### config.mk
export PLATFORM = sky130hd
export DESIGN_NAME = ums_dual_channel
export DESIGN_NICKNAME = d
export VERILOG_FILES = /design/src/rtl/ums_pkg.sv /design/src/rtl/ums_dual_channel.sv
export VERILOG_INCLUDE_DIRS = /design/src /design/src/rtl
export SDC_FILE = /design/constraint.sdc
export NUM_CORES = 1
export LEC_CHECK = 0
export ABC_AREA = 1
export BUFFER_PORTS_ARGS = -buffer_cell sky130_fd_sc_hd__buf_2
export CORE_MARGIN = 2
export CORE_UTILIZATION = 60
export CTS_CLUSTER_SIZE = 12
export DETAILED_ROUTE_END_ITERATION = 8
export GPL_TIMING_DRIVEN = 0
export PLACE_DENSITY_LB_ADDON = 0.3
export SYNTH_ARGS = -nofsm -noshare
export SYNTH_HDL_FRONTEND = slang
export SYNTH_SLANG_ARGS = --single-unit
### constraint.sdc
create_clock -name clk -period 2.78 [get_ports clk]
set_clock_uncertainty 0.2 [all_clocks]
set_input_delay 0 -clock clk [delete_from_list [all_inputs] [get_ports clk]]
set_output_delay 0 -clock clk [all_outputs]
set_load 0.01 [all_outputs]
### src/rtl/ums_defs.svh
// Address map, reset values and frame sizes of the dual serial channel block
`ifndef UMS_DEFS_SVH
`define UMS_DEFS_SVH

// Mode registers at their fixed addresses
`define UMS_OFS_CLOCKED_MODE_CH1 16'hff84
`define UMS_OFS_CLOCKED_MODE_CH2 16'hff85
`define UMS_OFS_ASYNC_MODE_CH1   16'hff88
`define UMS_OFS_ASYNC_MODE_CH2   16'hff89

// Data, status and rate registers, channel 2 sits one above channel 1
`define UMS_OFS_RECEIVE_BUFFER   16'hff70
`define UMS_OFS_TRANSMIT_SHIFT   16'hff72
`define UMS_OFS_ERROR_STATUS     16'hff74
`define UMS_OFS_RATE_GEN_CONTROL 16'hff76

// Reset values
`define UMS_MODE_RESET           8'h00
`define UMS_STATUS_RESET         8'h00
`define UMS_DATA_RESET           8'h00
`define UMS_RATE_RESET           8'h0f

// Parity field values not carried by a struct
`define UMS_PAR_NONE             2'h0
`define UMS_PAR_ZERO             2'h1
`define UMS_PAR_ODD              2'h2
`define UMS_PAR_EVEN             2'h3

// Frame sizes
`define UMS_FRAME_W              12
`define UMS_LAST_BIT_7           3'h6
`define UMS_LAST_BIT_8           3'h7

`endif

### src/rtl/ums_pkg.sv
// Types shared by the dual serial channel block
package ums_pkg;

   // Channel operating mode
   typedef enum logic [1:0] {
      UMS_STOPPED,
      UMS_THREE_WIRE,
      UMS_ASYNC,
      UMS_PROHIBITED
   } ums_mode_t;

   // Receiver sequence
   typedef enum logic [2:0] {
      UMS_RX_IDLE,
      UMS_RX_START,
      UMS_RX_DATA,
      UMS_RX_PARITY,
      UMS_RX_STOP
   } ums_rx_state_t;

   // Asynchronous mode register layout
   typedef struct packed {
      logic       uart_tx_enable;
      logic       uart_rx_enable;
      logic       parity_sel_hi;
      logic       parity_sel_lo;
      logic       char_length_sel;
      logic       stop_length_sel;
      logic       rx_error_irq_mask;
      logic       baud_src_internal;
   } ums_async_mode_t;

   // Clocked mode register layout
   typedef struct packed {
      logic       clocked_tx_enable;
      logic       clocked_rx_enable;
      logic [2:0] zero_hi;
      logic       bit_order_select;
      logic       clocked_clock_select;
      logic       zero_lo;
   } ums_clocked_mode_t;

   // Error status register layout
   typedef struct packed {
      logic [4:0] zero;
      logic       parity_error_flag;
      logic       framing_error_flag;
      logic       overrun_flag;
   } ums_status_t;

   // Register access request
   typedef struct packed {
      logic        rd;
      logic        wr;
      logic [15:0] addr;
      logic [7:0]  wdata;
   } ums_bus_req_t;

   // Transmit frame, sent from bit 0 upward
   typedef struct packed {
      logic [11:0] bits;
      logic [3:0]  len;
   } ums_frame_t;

endpackage : ums_pkg

### src/rtl/ums_dual_channel.sv
// Two asynchronous serial channels with mode switching and register access
//
// Overview of operation
// - A channel runs asynchronous or three-wire mode, never both together.
// - All four enables zero puts the channel in the stopped state.
// - Only clocked enables set selects three-wire clocked mode.
// - Only UART enables set selects asynchronous mode.
// - Two identical channels, differing only in addresses and pins.
// - Mode registers are 8-bit read/write, except clocked mode bits 5:3 and 0 which read zero; all are cleared to zero by reset.
// - Each character follows a start bit; transmit and receive run concurrently.
// - Baud rate comes from a rate generator, optionally dividing the external clock.
// - A selector picks external baud clock or system clock as source.
// - A complete received character is copied into the receive buffer.
// - Seven-bit characters land in buffer bits 0 to 6, bit 7 reads zero.
// - Receive buffer is read as one byte; reset clears it to zero.
// - Seven-bit characters send only bits 0 to 6 of the written byte.
// - Writing the transmit register starts transmission at once.
// - Transmit register takes whole byte writes; reset fills the shift register with ones.
// - The receive shift register is hidden from software.
// - Reception follows the mode register and flags each detected error.
// - Transmitter adds start, optional parity and one or two stops.
// - Parity field: none, zero bit unchecked, odd, or even.
// - Length bit picks 7 or 8 bits; stop bit picks one or two.
// - Clock source bit 0 is external baud clock, 1 is system clock.
// - Buffer read clears flags; unread buffer overwritten sets overrun, and the new frame's errors are flagged too.
`timescale 1ns/100ps
`default_nettype none
`include "ums_defs.svh"

module ums_dual_channel (
   input  wire logic                  clk,
   input  wire logic                  rst_n,
   input  wire logic                  ce,
   input  wire ums_pkg::ums_bus_req_t bus_req,
   output logic [7:0]                 rdata,
   input  wire logic [1:0]            rxd,
   output logic [1:0]                 txd,
   input  wire logic [1:0]            ext_baud_clock_in,
   output logic [1:0]                 tx_done_irq,
   output logic [1:0]                 rx_done_irq,
   output logic [1:0]                 three_wire_mode
);

   ums_pkg::ums_async_mode_t   async_mode_q   [2];
   ums_pkg::ums_clocked_mode_t clocked_mode_q [2];
   ums_pkg::ums_status_t       status_q       [2];
   ums_pkg::ums_rx_state_t     rx_state_q     [2];
   logic [7:0]                 rate_q         [2];
   logic [7:0]                 rx_buf_q       [2];
   logic [7:0]                 rx_shift_q     [2];
   logic [10:0]                tx_shift_q     [2];
   logic [3:0]                 tx_left_q      [2];
   logic [8:0]                 tx_cnt_q       [2];
   logic [8:0]                 rx_cnt_q       [2];
   logic [2:0]                 rx_nbits_q     [2];
   logic [1:0]                 tx_busy_q;
   logic [1:0]                 rx_full_q;
   logic [1:0]                 rx_par_q;
   logic [1:0]                 rx_pe_q;
   logic [1:0]                 ext_prev_q;
   logic [1:0]                 txd_q;
   logic [1:0]                 tx_done_q;
   logic [1:0]                 rx_done_q;
   logic [1:0]                 three_wire_q;
   logic [7:0]                 rdata_q;
   logic [1:0]                 src_tick;
   ums_pkg::ums_mode_t         mode [2];

   // Address match for a register of one channel
   function automatic logic reg_hit(input logic [15:0] a, input logic [15:0] base,
                                    input logic idx);
      reg_hit = (a == (base + {15'h0000, idx}));
   endfunction : reg_hit

   // Mode chosen by the two enable pairs
   function automatic ums_pkg::ums_mode_t mode_of(input ums_pkg::ums_async_mode_t a,
                                                  input ums_pkg::ums_clocked_mode_t c);
      logic u;
      logic k;
      u = a.uart_tx_enable | a.uart_rx_enable;
      k = c.clocked_tx_enable | c.clocked_rx_enable;
      if (!u && !k) begin
         mode_of = ums_pkg::UMS_STOPPED;
      end else if (!u) begin
         mode_of = ums_pkg::UMS_THREE_WIRE;
      end else if (!k) begin
         mode_of = ums_pkg::UMS_ASYNC;
      end else begin
         mode_of = ums_pkg::UMS_PROHIBITED;
      end
   endfunction : mode_of

   // Bit period of the rate generator in source ticks
   function automatic logic [8:0] period_of(input logic [7:0] r);
      period_of = {1'b0, r} + 9'h001;
   endfunction : period_of

   // Frame builder: start, character, parity, stops
   function automatic ums_pkg::ums_frame_t build_frame(input logic [7:0] d,
                                                       input ums_pkg::ums_async_mode_t m);
      ums_pkg::ums_frame_t f;
      logic [1:0]          ps;
      logic [7:0]          dd;
      logic [3:0]          pos;
      logic                par;
      ps     = {m.parity_sel_hi, m.parity_sel_lo};
      dd     = m.char_length_sel ? d : {1'b0, d[6:0]};
      f.bits = 12'hfff;
      f.bits[0] = 1'b0;
      if (m.char_length_sel) begin
         f.bits[8:1] = dd;
         pos = 4'h9;
      end else begin
         f.bits[7:1] = dd[6:0];
         pos = 4'h8;
      end
      unique case (ps)
         `UMS_PAR_NONE: par = 1'b1;
         `UMS_PAR_ZERO: par = 1'b0;
         `UMS_PAR_ODD:  par = ~(^dd);
         `UMS_PAR_EVEN: par = ^dd;
      endcase
      if (ps != `UMS_PAR_NONE) begin
         f.bits[pos] = par;
         pos = pos + 4'h1;
      end
      f.len = pos + (m.stop_length_sel ? 4'h2 : 4'h1);
      build_frame = f;
   endfunction : build_frame

   // Per-channel mode decode and baud source selection
   always_comb begin
      for (int ch = 0; ch < 2; ch++) begin
         mode[ch] = mode_of(async_mode_q[ch], clocked_mode_q[ch]);
         src_tick[ch] = async_mode_q[ch].baud_src_internal
                        | (ext_baud_clock_in[ch] & ~ext_prev_q[ch]);
      end
   end

   // External baud clock edge memory
   always_ff @(posedge clk or negedge rst_n) begin
      if (!rst_n) begin
         ext_prev_q <= 2'h0;
      end else if (ce) begin
         ext_prev_q <= ext_baud_clock_in;
      end
   end

   // Mode and rate registers
   always_ff @(posedge clk or negedge rst_n) begin
      if (!rst_n) begin
         for (int ch = 0; ch < 2; ch++) begin
            async_mode_q[ch]   <= `UMS_MODE_RESET;
            clocked_mode_q[ch] <= `UMS_MODE_RESET;
            rate_q[ch]         <= `UMS_RATE_RESET;
         end
      end else if (ce && bus_req.wr) begin
         for (int ch = 0; ch < 2; ch++) begin
            if (reg_hit(bus_req.addr, `UMS_OFS_ASYNC_MODE_CH1, 1'(ch))) begin
               async_mode_q[ch] <= bus_req.wdata;
            end
            if (reg_hit(bus_req.addr, `UMS_OFS_CLOCKED_MODE_CH1, 1'(ch))) begin
               clocked_mode_q[ch] <= {bus_req.wdata[7:6], 3'h0, bus_req.wdata[2:1], 1'b0};
            end
            if (reg_hit(bus_req.addr, `UMS_OFS_RATE_GEN_CONTROL, 1'(ch))) begin
               rate_q[ch] <= bus_req.wdata;
            end
         end
      end
   end

   // Transmitter: load on write, shift out one bit per period
   always_ff @(posedge clk or negedge rst_n) begin
      if (!rst_n) begin
         tx_busy_q <= 2'h0;
         txd_q     <= 2'h3;
         tx_done_q <= 2'h0;
         for (int ch = 0; ch < 2; ch++) begin
            tx_shift_q[ch] <= 11'h7ff;
            tx_left_q[ch]  <= 4'h0;
            tx_cnt_q[ch]   <= 9'h000;
         end
      end else if (ce) begin
         tx_done_q <= 2'h0;
         for (int ch = 0; ch < 2; ch++) begin
            if (mode[ch] != ums_pkg::UMS_ASYNC || !async_mode_q[ch].uart_tx_enable) begin
               tx_busy_q[ch] <= 1'b0;
               txd_q[ch]     <= 1'b1;
            end else if (!tx_busy_q[ch]) begin
               txd_q[ch] <= 1'b1;
               if (bus_req.wr && reg_hit(bus_req.addr, `UMS_OFS_TRANSMIT_SHIFT, 1'(ch))) begin
                  tx_busy_q[ch]  <= 1'b1;
                  txd_q[ch]      <= 1'b0;
                  tx_shift_q[ch] <= build_frame(bus_req.wdata, async_mode_q[ch]).bits[11:1];
                  tx_left_q[ch]  <= build_frame(bus_req.wdata, async_mode_q[ch]).len - 4'h1;
                  tx_cnt_q[ch]   <= period_of(rate_q[ch]) - 9'h001;
               end
            end else if (src_tick[ch]) begin
               if (tx_cnt_q[ch] != 9'h000) begin
                  tx_cnt_q[ch] <= tx_cnt_q[ch] - 9'h001;
               end else if (tx_left_q[ch] != 4'h0) begin
                  txd_q[ch]      <= tx_shift_q[ch][0];
                  tx_shift_q[ch] <= {1'b1, tx_shift_q[ch][10:1]};
                  tx_left_q[ch]  <= tx_left_q[ch] - 4'h1;
                  tx_cnt_q[ch]   <= period_of(rate_q[ch]) - 9'h001;
               end else begin
                  tx_busy_q[ch] <= 1'b0;
                  txd_q[ch]     <= 1'b1;
                  tx_done_q[ch] <= 1'b1;
               end
            end
         end
      end
   end

   // Receiver sequence, shift register and parity accumulation
   always_ff @(posedge clk or negedge rst_n) begin
      if (!rst_n) begin
         rx_par_q  <= 2'h0;
         rx_pe_q   <= 2'h0;
         rx_done_q <= 2'h0;
         rx_full_q <= 2'h0;
         for (int ch = 0; ch < 2; ch++) begin
            rx_state_q[ch] <= ums_pkg::UMS_RX_IDLE;
            rx_shift_q[ch] <= `UMS_DATA_RESET;
            rx_buf_q[ch]   <= `UMS_DATA_RESET;
            rx_cnt_q[ch]   <= 9'h000;
            rx_nbits_q[ch] <= 3'h0;
            status_q[ch]   <= `UMS_STATUS_RESET;
         end
      end else if (ce) begin
         rx_done_q <= 2'h0;
         for (int ch = 0; ch < 2; ch++) begin
            // Buffer read clears flags, a completing frame below overrides
            if (bus_req.rd && reg_hit(bus_req.addr, `UMS_OFS_RECEIVE_BUFFER, 1'(ch))) begin
               status_q[ch]  <= `UMS_STATUS_RESET;
               rx_full_q[ch] <= 1'b0;
            end
            if (mode[ch] != ums_pkg::UMS_ASYNC || !async_mode_q[ch].uart_rx_enable) begin
               rx_state_q[ch] <= ums_pkg::UMS_RX_IDLE;
            end else begin
               unique case (rx_state_q[ch])
                  ums_pkg::UMS_RX_IDLE: begin
                     if (!rxd[ch]) begin
                        rx_state_q[ch] <= ums_pkg::UMS_RX_START;
                        rx_cnt_q[ch]   <= period_of(rate_q[ch]) >> 1;
                     end
                  end
                  default: begin
                     if (src_tick[ch] && rx_cnt_q[ch] != 9'h000) begin
                        rx_cnt_q[ch] <= rx_cnt_q[ch] - 9'h001;
                     end else if (src_tick[ch]) begin
                        rx_cnt_q[ch] <= period_of(rate_q[ch]) - 9'h001;
                        unique case (rx_state_q[ch])
                           ums_pkg::UMS_RX_START: begin
                              rx_nbits_q[ch] <= 3'h0;
                              rx_par_q[ch]   <= 1'b0;
                              rx_state_q[ch] <= rxd[ch] ? ums_pkg::UMS_RX_IDLE
                                                        : ums_pkg::UMS_RX_DATA;
                           end
                           ums_pkg::UMS_RX_DATA: begin
                              rx_shift_q[ch] <= {rxd[ch], rx_shift_q[ch][7:1]};
                              rx_par_q[ch]   <= rx_par_q[ch] ^ rxd[ch];
                              rx_nbits_q[ch] <= rx_nbits_q[ch] + 3'h1;
                              if (rx_nbits_q[ch] == (async_mode_q[ch].char_length_sel
                                                     ? `UMS_LAST_BIT_8 : `UMS_LAST_BIT_7)) begin
                                 rx_state_q[ch] <= ({async_mode_q[ch].parity_sel_hi,
                                                     async_mode_q[ch].parity_sel_lo}
                                                    == `UMS_PAR_NONE)
                                                   ? ums_pkg::UMS_RX_STOP
                                                   : ums_pkg::UMS_RX_PARITY;
                              end
                           end
                           ums_pkg::UMS_RX_PARITY: begin
                              unique case ({async_mode_q[ch].parity_sel_hi,
                                            async_mode_q[ch].parity_sel_lo})
                                 `UMS_PAR_ODD:  rx_pe_q[ch] <= ~(rx_par_q[ch] ^ rxd[ch]);
                                 `UMS_PAR_EVEN: rx_pe_q[ch] <= rx_par_q[ch] ^ rxd[ch];
                                 default:       rx_pe_q[ch] <= 1'b0;
                              endcase
                              rx_state_q[ch] <= ums_pkg::UMS_RX_STOP;
                           end
                           ums_pkg::UMS_RX_STOP: begin
                              rx_state_q[ch] <= ums_pkg::UMS_RX_IDLE;
                              rx_full_q[ch]  <= 1'b1;
                              rx_buf_q[ch]   <= async_mode_q[ch].char_length_sel
                                                ? rx_shift_q[ch]
                                                : {1'b0, rx_shift_q[ch][7:1]};
                              // Unread buffer gives overrun; the new frame's errors stand
                              status_q[ch].overrun_flag <= rx_full_q[ch]
                                 & ~(bus_req.rd && reg_hit(bus_req.addr,
                                     `UMS_OFS_RECEIVE_BUFFER, 1'(ch)));
                              status_q[ch].framing_error_flag <= ~rxd[ch];
                              status_q[ch].parity_error_flag  <= rx_pe_q[ch];
                              rx_done_q[ch] <= ~(async_mode_q[ch].rx_error_irq_mask
                                                 & (~rxd[ch] | rx_pe_q[ch]));
                           end
                           default: rx_state_q[ch] <= ums_pkg::UMS_RX_IDLE;
                        endcase
                     end
                  end
               endcase
            end
            if (rx_state_q[ch] != ums_pkg::UMS_RX_PARITY
                && rx_state_q[ch] != ums_pkg::UMS_RX_STOP) begin
               rx_pe_q[ch] <= 1'b0;
            end
         end
      end
   end

   // Three-wire mode indication per channel
   always_ff @(posedge clk or negedge rst_n) begin
      if (!rst_n) begin
         three_wire_q <= 2'h0;
      end else if (ce) begin
         for (int ch = 0; ch < 2; ch++) begin
            three_wire_q[ch] <= (mode[ch] == ums_pkg::UMS_THREE_WIRE);
         end
      end
   end

   // Registered read data, unmapped and write-only addresses read zero
   always_ff @(posedge clk or negedge rst_n) begin
      if (!rst_n) begin
         rdata_q <= 8'h00;
      end else if (ce) begin
         rdata_q <= 8'h00;
         if (bus_req.rd) begin
            for (int ch = 0; ch < 2; ch++) begin
               if (reg_hit(bus_req.addr, `UMS_OFS_ASYNC_MODE_CH1, 1'(ch))) begin
                  rdata_q <= async_mode_q[ch];
               end
               if (reg_hit(bus_req.addr, `UMS_OFS_CLOCKED_MODE_CH1, 1'(ch))) begin
                  rdata_q <= clocked_mode_q[ch];
               end
               if (reg_hit(bus_req.addr, `UMS_OFS_RATE_GEN_CONTROL, 1'(ch))) begin
                  rdata_q <= rate_q[ch];
               end
               if (reg_hit(bus_req.addr, `UMS_OFS_ERROR_STATUS, 1'(ch))) begin
                  rdata_q <= status_q[ch];
               end
               if (reg_hit(bus_req.addr, `UMS_OFS_RECEIVE_BUFFER, 1'(ch))) begin
                  rdata_q <= rx_buf_q[ch];
               end
            end
         end
      end
   end

   // Outputs straight from flip-flops
   assign rdata           = rdata_q;
   assign txd             = txd_q;
   assign tx_done_irq     = tx_done_q;
   assign rx_done_irq     = rx_done_q;
   assign three_wire_mode = three_wire_q;

endmodule : ums_dual_channel

`default_nettype wire

# After elaboration in Yosys (flattened, before gate mapping)
# Index checks and enable logic that the tools add are counted.
[word_totals]
out_inout_bits = 16
input_bits = 33
reg_bits = 182
word_cells = 479
[classes]
order_cmp = 4
n_bitwise = 36
n_reduce_logical = 75
n_eq_ne = 62
n_mux = 223
n_addsub = 18
[ops]
columns = ["op", "n"]
rows = [
  ["$eq A16 B16 Y1 const B", 12],
  ["$mux W9", 18],
  ["$mux W8", 15],
  ["$mux W4", 28],
  ["$mux W11", 10],
  ["$mux W1", 94],
  ["$mux W3", 26],
  ["$reduce_and A6 Y1", 10],
  ["$mux W7", 8],
  ["$sub A9 B1 Y9 const B", 6],
  ["$reduce_bool A9 Y1", 4],
  ["$bwmux W12", 2],
  ["$mux W12", 2],
  ["$not A1 Y1", 20],
  ["$reduce_and A5 Y1", 4],
  ["$reduce_bool A2 Y1", 10],
  ["$add A8 B1 Y9 const B", 2],
  ["$ne A3 B3 Y1 const B", 6],
  ["$pmux W3 S3", 2],
  ["$mux W2", 8],
  ["$ne A2 B1 Y1 const B", 8],
  ["$ne A2 B2 Y1 const B", 8],
  ["$reduce_xor A8 Y1", 2],
  ["$sub A4 B1 Y4 const B", 4],
  ["other kinds (31)", 109],
]

# Logic depth before layout (Yosys ltp)
[logic_depth]
ltp_word = 18
mapped_depth = 14
depth_no_buf = 14

# Least setup slack after synthesis
# No wires, ideal clock.
[synth_timing]
kind = "register -> register"
startpoint = "register async_mode_q[12] (netlist bit)"
endpoint = "register tx_left_q[6] (netlist bit)"
path_buffers = 0
path_slack_ns = 0.647
arrival_ns = 1.810
required_ns = 2.458
setup_time_ns = 0.122
period_less_slack_ns = 2.133
stages_incl_launch_ff = 13
path_cell_list = "dfrtp_1 > nor2_1 > inv_1 > ha_1 > inv_1 > ha_1 > inv_1 > ha_1 > inv_1 > ha_1 > nor2_1 > a21oi_1 > o21ai_1"
[synth_between]
elab_chain_len = 10
[synth_lines]
columns = ["element", "line_no", "rtl"]
rows = [
  ["start, declared", "ums_dual_channel.sv:44", "ums_pkg::ums_async_mode_t async_mode_q [2];"],
  ["start signal, assigned by index", "ums_dual_channel.sv:153", "async_mode_q[ch] <= `UMS_MODE_RESET;"],
  ["start signal, assigned by index", "ums_dual_channel.sv:160", "async_mode_q[ch] <= bus_req.wdata;"],
  ["$reduce_bool A2 Y1 (no source line)", "n/a", ""],
  ["$mux W4", "ums_dual_channel.sv:123", "if (ps != `UMS_PAR_NONE) begin"],
  ["$mux W4", "ums_dual_channel.sv:191", "if (bus_req.wr && reg_hit(bus_req.addr, `UMS_OFS_TRANSMIT_SHIFT, 1'(ch))) begin"],
  ["$mux W4", "ums_dual_channel.sv:189", "end else if (!tx_busy_q[ch]) begin"],
  ["$mux W4", "ums_dual_channel.sv:186", "if (mode[ch] != ums_pkg::UMS_ASYNC || !async_mode_q[ch].uart_tx_enable) begin"],
  ["$mux W4", "ums_dual_channel.sv:183", "end else if (ce) begin"],
  ["$add A4 B2 Y4", "ums_dual_channel.sv:127", "f.len = pos + (m.stop_length_sel ? 4'h2 : 4'h1);"],
  ["$sub A4 B1 Y4", "ums_dual_channel.sv:195", "tx_left_q[ch] <= build_frame(bus_req.wdata, async_mode_q[ch]).len - 4'h1;"],
  ["$mux W4", "ums_dual_channel.sv:191", ""],
  ["$mux W4", "ums_dual_channel.sv:189", ""],
  ["end signal, assigned by index", "ums_dual_channel.sv:195", ""],
  ["end signal, assigned by index", "ums_dual_channel.sv:204", "tx_left_q[ch] <= tx_left_q[ch] - 4'h1;"],
  ["end, declared", "ums_dual_channel.sv:52", "logic [3:0] tx_left_q [2];"],
]
# No other way between the ends. The select of a mux whose other input is x is not followed.
# A chain may end at the register's enable or synchronous reset.

# Worst setup path after layout
[layout_timing]
startpoint = "register async_mode_q[5] (netlist bit)"
endpoint = "register tx_left_q[2] (netlist bit)"
# The elaborated chain is that of the path after synthesis.

==> flow_metrics.py <==
metrics = {
    "place": {
        "dp_hpwl_um": 21300,
        "place_area_um2": 11530,
        "place.gp.congestion": 0.9923,
        "place_ws_ns": 0.2433,
        "portBuffers": 47,
        "placed_cells": 1751,
    },
    "yosys": {
        "ys_ff_latch": 178,
        "synthAdderAreaFrac": 0.02646,
        "synth-compound-area-share": 0.1617,
        "synth_cell_type_count": 60,
        "synth_top_family_by_area": "simple AND/OR/NAND/NOR gates",
        "synth.mux.area_fraction": 0.01129,
        "syn_area_um2": 10970,
        "synthSimpleGateAreaFrac": 0.2635,
        "synth_xor_area_frac": 0.03433,
        "ys.flop_type": "dfrtp_1",
        "avgSynthCellArea_um2": 7.444,
        "async_flop_share": 1.000,
        "syn_inst": 1474,
        "synth-edff-count": 0,
        "syn_nets": 1529,
        "ys_seq_area_frac": 0.4092,
        "yosys_warnings": 0,
    },
    "global_route": {
        "grt_max_degree": 101,
        "grt_pass1_vias": 9659,
        "antenna_found_initial": 0,
        "track_usage": 0.3109,
        "grt_pass1_wl_um": 48380,
        "grt-ovfl-total": 0,
    },
    "layout": {
        "final_cell_mix": "376 x nand2_1, 200 x inv_1, 186 x o21ai_0, 150 x dfrtp_1, 97 x nor2_1",
        "nets": 1617,
        "final_common_cell": "nand2_1",
        "regArea_um2": 4489,
        "multiInputGateArea_um2": 5456,
        "final_util": 0.6877,
        "drive_gt1_frac": 0.1340,
        "n_antenna_cell": 0,
        "finalInstanceArea_um2": 12350,
        "stdcell_count": 1804,
        "n_fill_cell": 1499,
        "syn_to_final_growth_pct": 12.60,
    },
    "routing": {
        "drc": 0,
        "vias": 10290,
        "drtAntennaViolNets": 0,
        "totalWireLength_um": 29220,
        "dr.pass1.iters": 5,
        "avgRoutedWirePerCell_um": 16.19,
        "drt-vias-per-instance": 5.706,
        "drt_iter0_markers": 1005,
    },
    "die": {
        "core-area_um2": 17960,
        "fp.dieH_um": 139.2,
        "die_x_um": 139.2,
        "ios": 49,
        "start_util": 0.6108,
        "num_rows": 49,
        "dieArea_um2": 19380,
    },
    "sta": {
        "finalCritPeriodShare": 0.9252,
        "worst_slew_margin_rel": 0.4853,
        "setup_viol": 0,
        "fin_ws_ns": 0.2080,
        "fin_hold_ws_ns": -0.03922,
        "worstMarginPinSlew_ns": 0.7721,
        "drv_slew": 0,
        "fmax_mhz": 388.8,
        "post-route-min-period_ns": 2.572,
        "fin_tns_setup_ns": 0,
        "rsz0062_at_grt": "false",
        "finalHoldViolations": 9,
    },
    "run_status": {
        "violations": "negative hold slack",
        "status": "complete, but fails checks",
    },
    "clock_network": {
        "cts-buffers-inserted": 17,
        "clk_latency_ns": 0.44,
        "cts_sinks": 178,
        "h-tree-depth": 4,
        "cts.path.max_buffers": 2,
        "root_buffer": "clkbuf_16",
        "clk_pin_slew_ns": 0.07,
        "tritoncts": "done",
    },
    "flow_run": {
        "max_cap_viol_count": 0,
    },
    "power": {
        "p_per_area_nw_per_um2": 443.0,
        "ir_drop_uv": 503.3,
        "leakage_nw": 5.915,
        "finalPower_mw": 5.473,
    },
    "setup_path": {
        "arrival_ns": 2.73,
        "slowest_delay_ns": 0.48,
        "crit_fanout": 6,
        "worstPathCellList": "nor2_1, inv_1, ha_1, inv_1, ha_1, inv_1, ha_1, inv_1, ha_1, nor2_1, a21oi_1, o21ai_1",
        "cp-end-kind": "flip-flop",
        "crit_type": "flip-flop to flip-flop",
        "required_ns": 2.94,
        "slowest_stage": "dfrtp_1",
        "cp-start-kind": "flip-flop",
    },
    "min_path": {
        "hp-class": "input pin to async pin",
    },
}
repair_timing:
action	4_1_cts	5_1_grt
setup endpoints to repair	0	1
endpoints found under the hold margin	216	0
hold buffers	19	0
resized for setup	0	1
setup buffers	0	2
routing by layer:
layer / wire length (um) / GRT usage / up-vias
met5: 0 / 0 / -
met4: 731 / 0.1015 / 0
met3: 2597 / 0.06160 / 59
met2: 12990 / 0.4763 / 423
met1: 12890 / 0.4477 / 4840
li1: - / - / 4971
where the power goes:
| part | switching (mW) | total (mW) | internal (mW) |
|---|---|---|---|
| Clock | 1.10 | 2.54 | 1.44 |
| Sequential | 0.0119 | 2.62 | 2.61 |
| Combinational | 0.218 | 0.309 | 0.0913 |
| Total | 1.33 | 5.47 | 4.14 |
cells by family (layout without fill, tap and decap cells):
family	count (synthesis)	after routing
DFF	178	178
and+or+nand+nor	639	639
adders and majority gates	22	22
buffers and inverters	257	358
xor gates and xnor gates	43	43
AOI/OAI and AO/OA	323	323
muxes	12	12
final cells by class:
type                       count  area share
buffer                        39     0.01651
multi-input combinational   1039      0.4417
clock buffer                  17     0.03443
inverter                     218     0.06654
timing repair buffer          69     0.03869
tap                          229     0.02319
sequential                   178      0.3634
clock inverter                15     0.01560
critical path, delay by kind of cell (launching register included):
family                     cells  cell delay (ns)
adders and majority gates      4             0.84
and+or+nand+nor                2             0.54
DFF                            1             0.48
buffers and inverters          4             0.23
AOI/OAI and AO/OA              2             0.20
final timing paths:
kind	start	endpoint	slack [ns]	depth (start not counted)
max	async_mode_q[5]$_DFFE_PN0P_	tx_left_q[2]$_DFFE_PN0P_	0.21	12
min	rst_n	rx_cnt_q[10]$_DFFE_PN0P_	-0.04	2
max reg2reg	async_mode_q[5]$_DFFE_PN0P_	tx_left_q[2]$_DFFE_PN0P_	0.21	12
min reg2reg	tx_shift_q[7]$_DFFE_PN1P_	tx_shift_q[7]$_DFFE_PN1P_	0.27	2
max in group asynchronous	rst_n	rate_q[1]$_DFFE_PN1P_	1.55	3
min in group clk	bus_req[8]	rate_q[5]$_DFFE_PN0P_	0.05	6
flip-flops by register name, indices dropped and copies added, names as in the netlist, 6 cells and up:
signal          flops
async_mode_q       16
clocked_mode_q      8
rate_q             16
rdata               8
rx_buf_q           16
rx_cnt_q           18
rx_nbits_q          6
rx_shift_q         16
rx_state_q          6
status_q            6
tx_cnt_q           18
tx_left_q           8
tx_shift_q         18
cell usage after synthesis (3+ instances only):
cell type	n	area (um2)
nand2_1	376	1411
o21ai_1	30	150.1
nor2_2	12	75.07
nand3_1	72	360.4
buf_4	7	52.55
a21oi_1	47	235.2
buf_2	12	60.06
a211oi_1	4	30.03
clkbuf_1	17	63.81
nor2_1	97	364.1
mux2_2	3	33.78
dfrtp_1	150	3754
xor2_1	28	245.2
nand4_1	15	93.84
nor2_4	8	90.09
xnor2_1	15	131.4
inv_2	12	45.04
o31ai_1	5	37.54
o211ai_1	14	105.1
clkinv_1	3	11.26
a22oi_1	3	22.52
mux2i_1	9	90.09
inv_1	201	754.5
nor4_4	3	63.81
nand3_2	6	60.06
o221ai_1	3	26.28
nor3_1	15	75.07
nor3_2	5	50.05
o22ai_1	6	37.54
dfstp_2	28	735.7
nand2_2	15	93.84
ha_1	20	250.2
a31oi_1	11	68.82
o21ai_0	186	930.9
No activity file was read; power rests on OpenSTA's default activity.
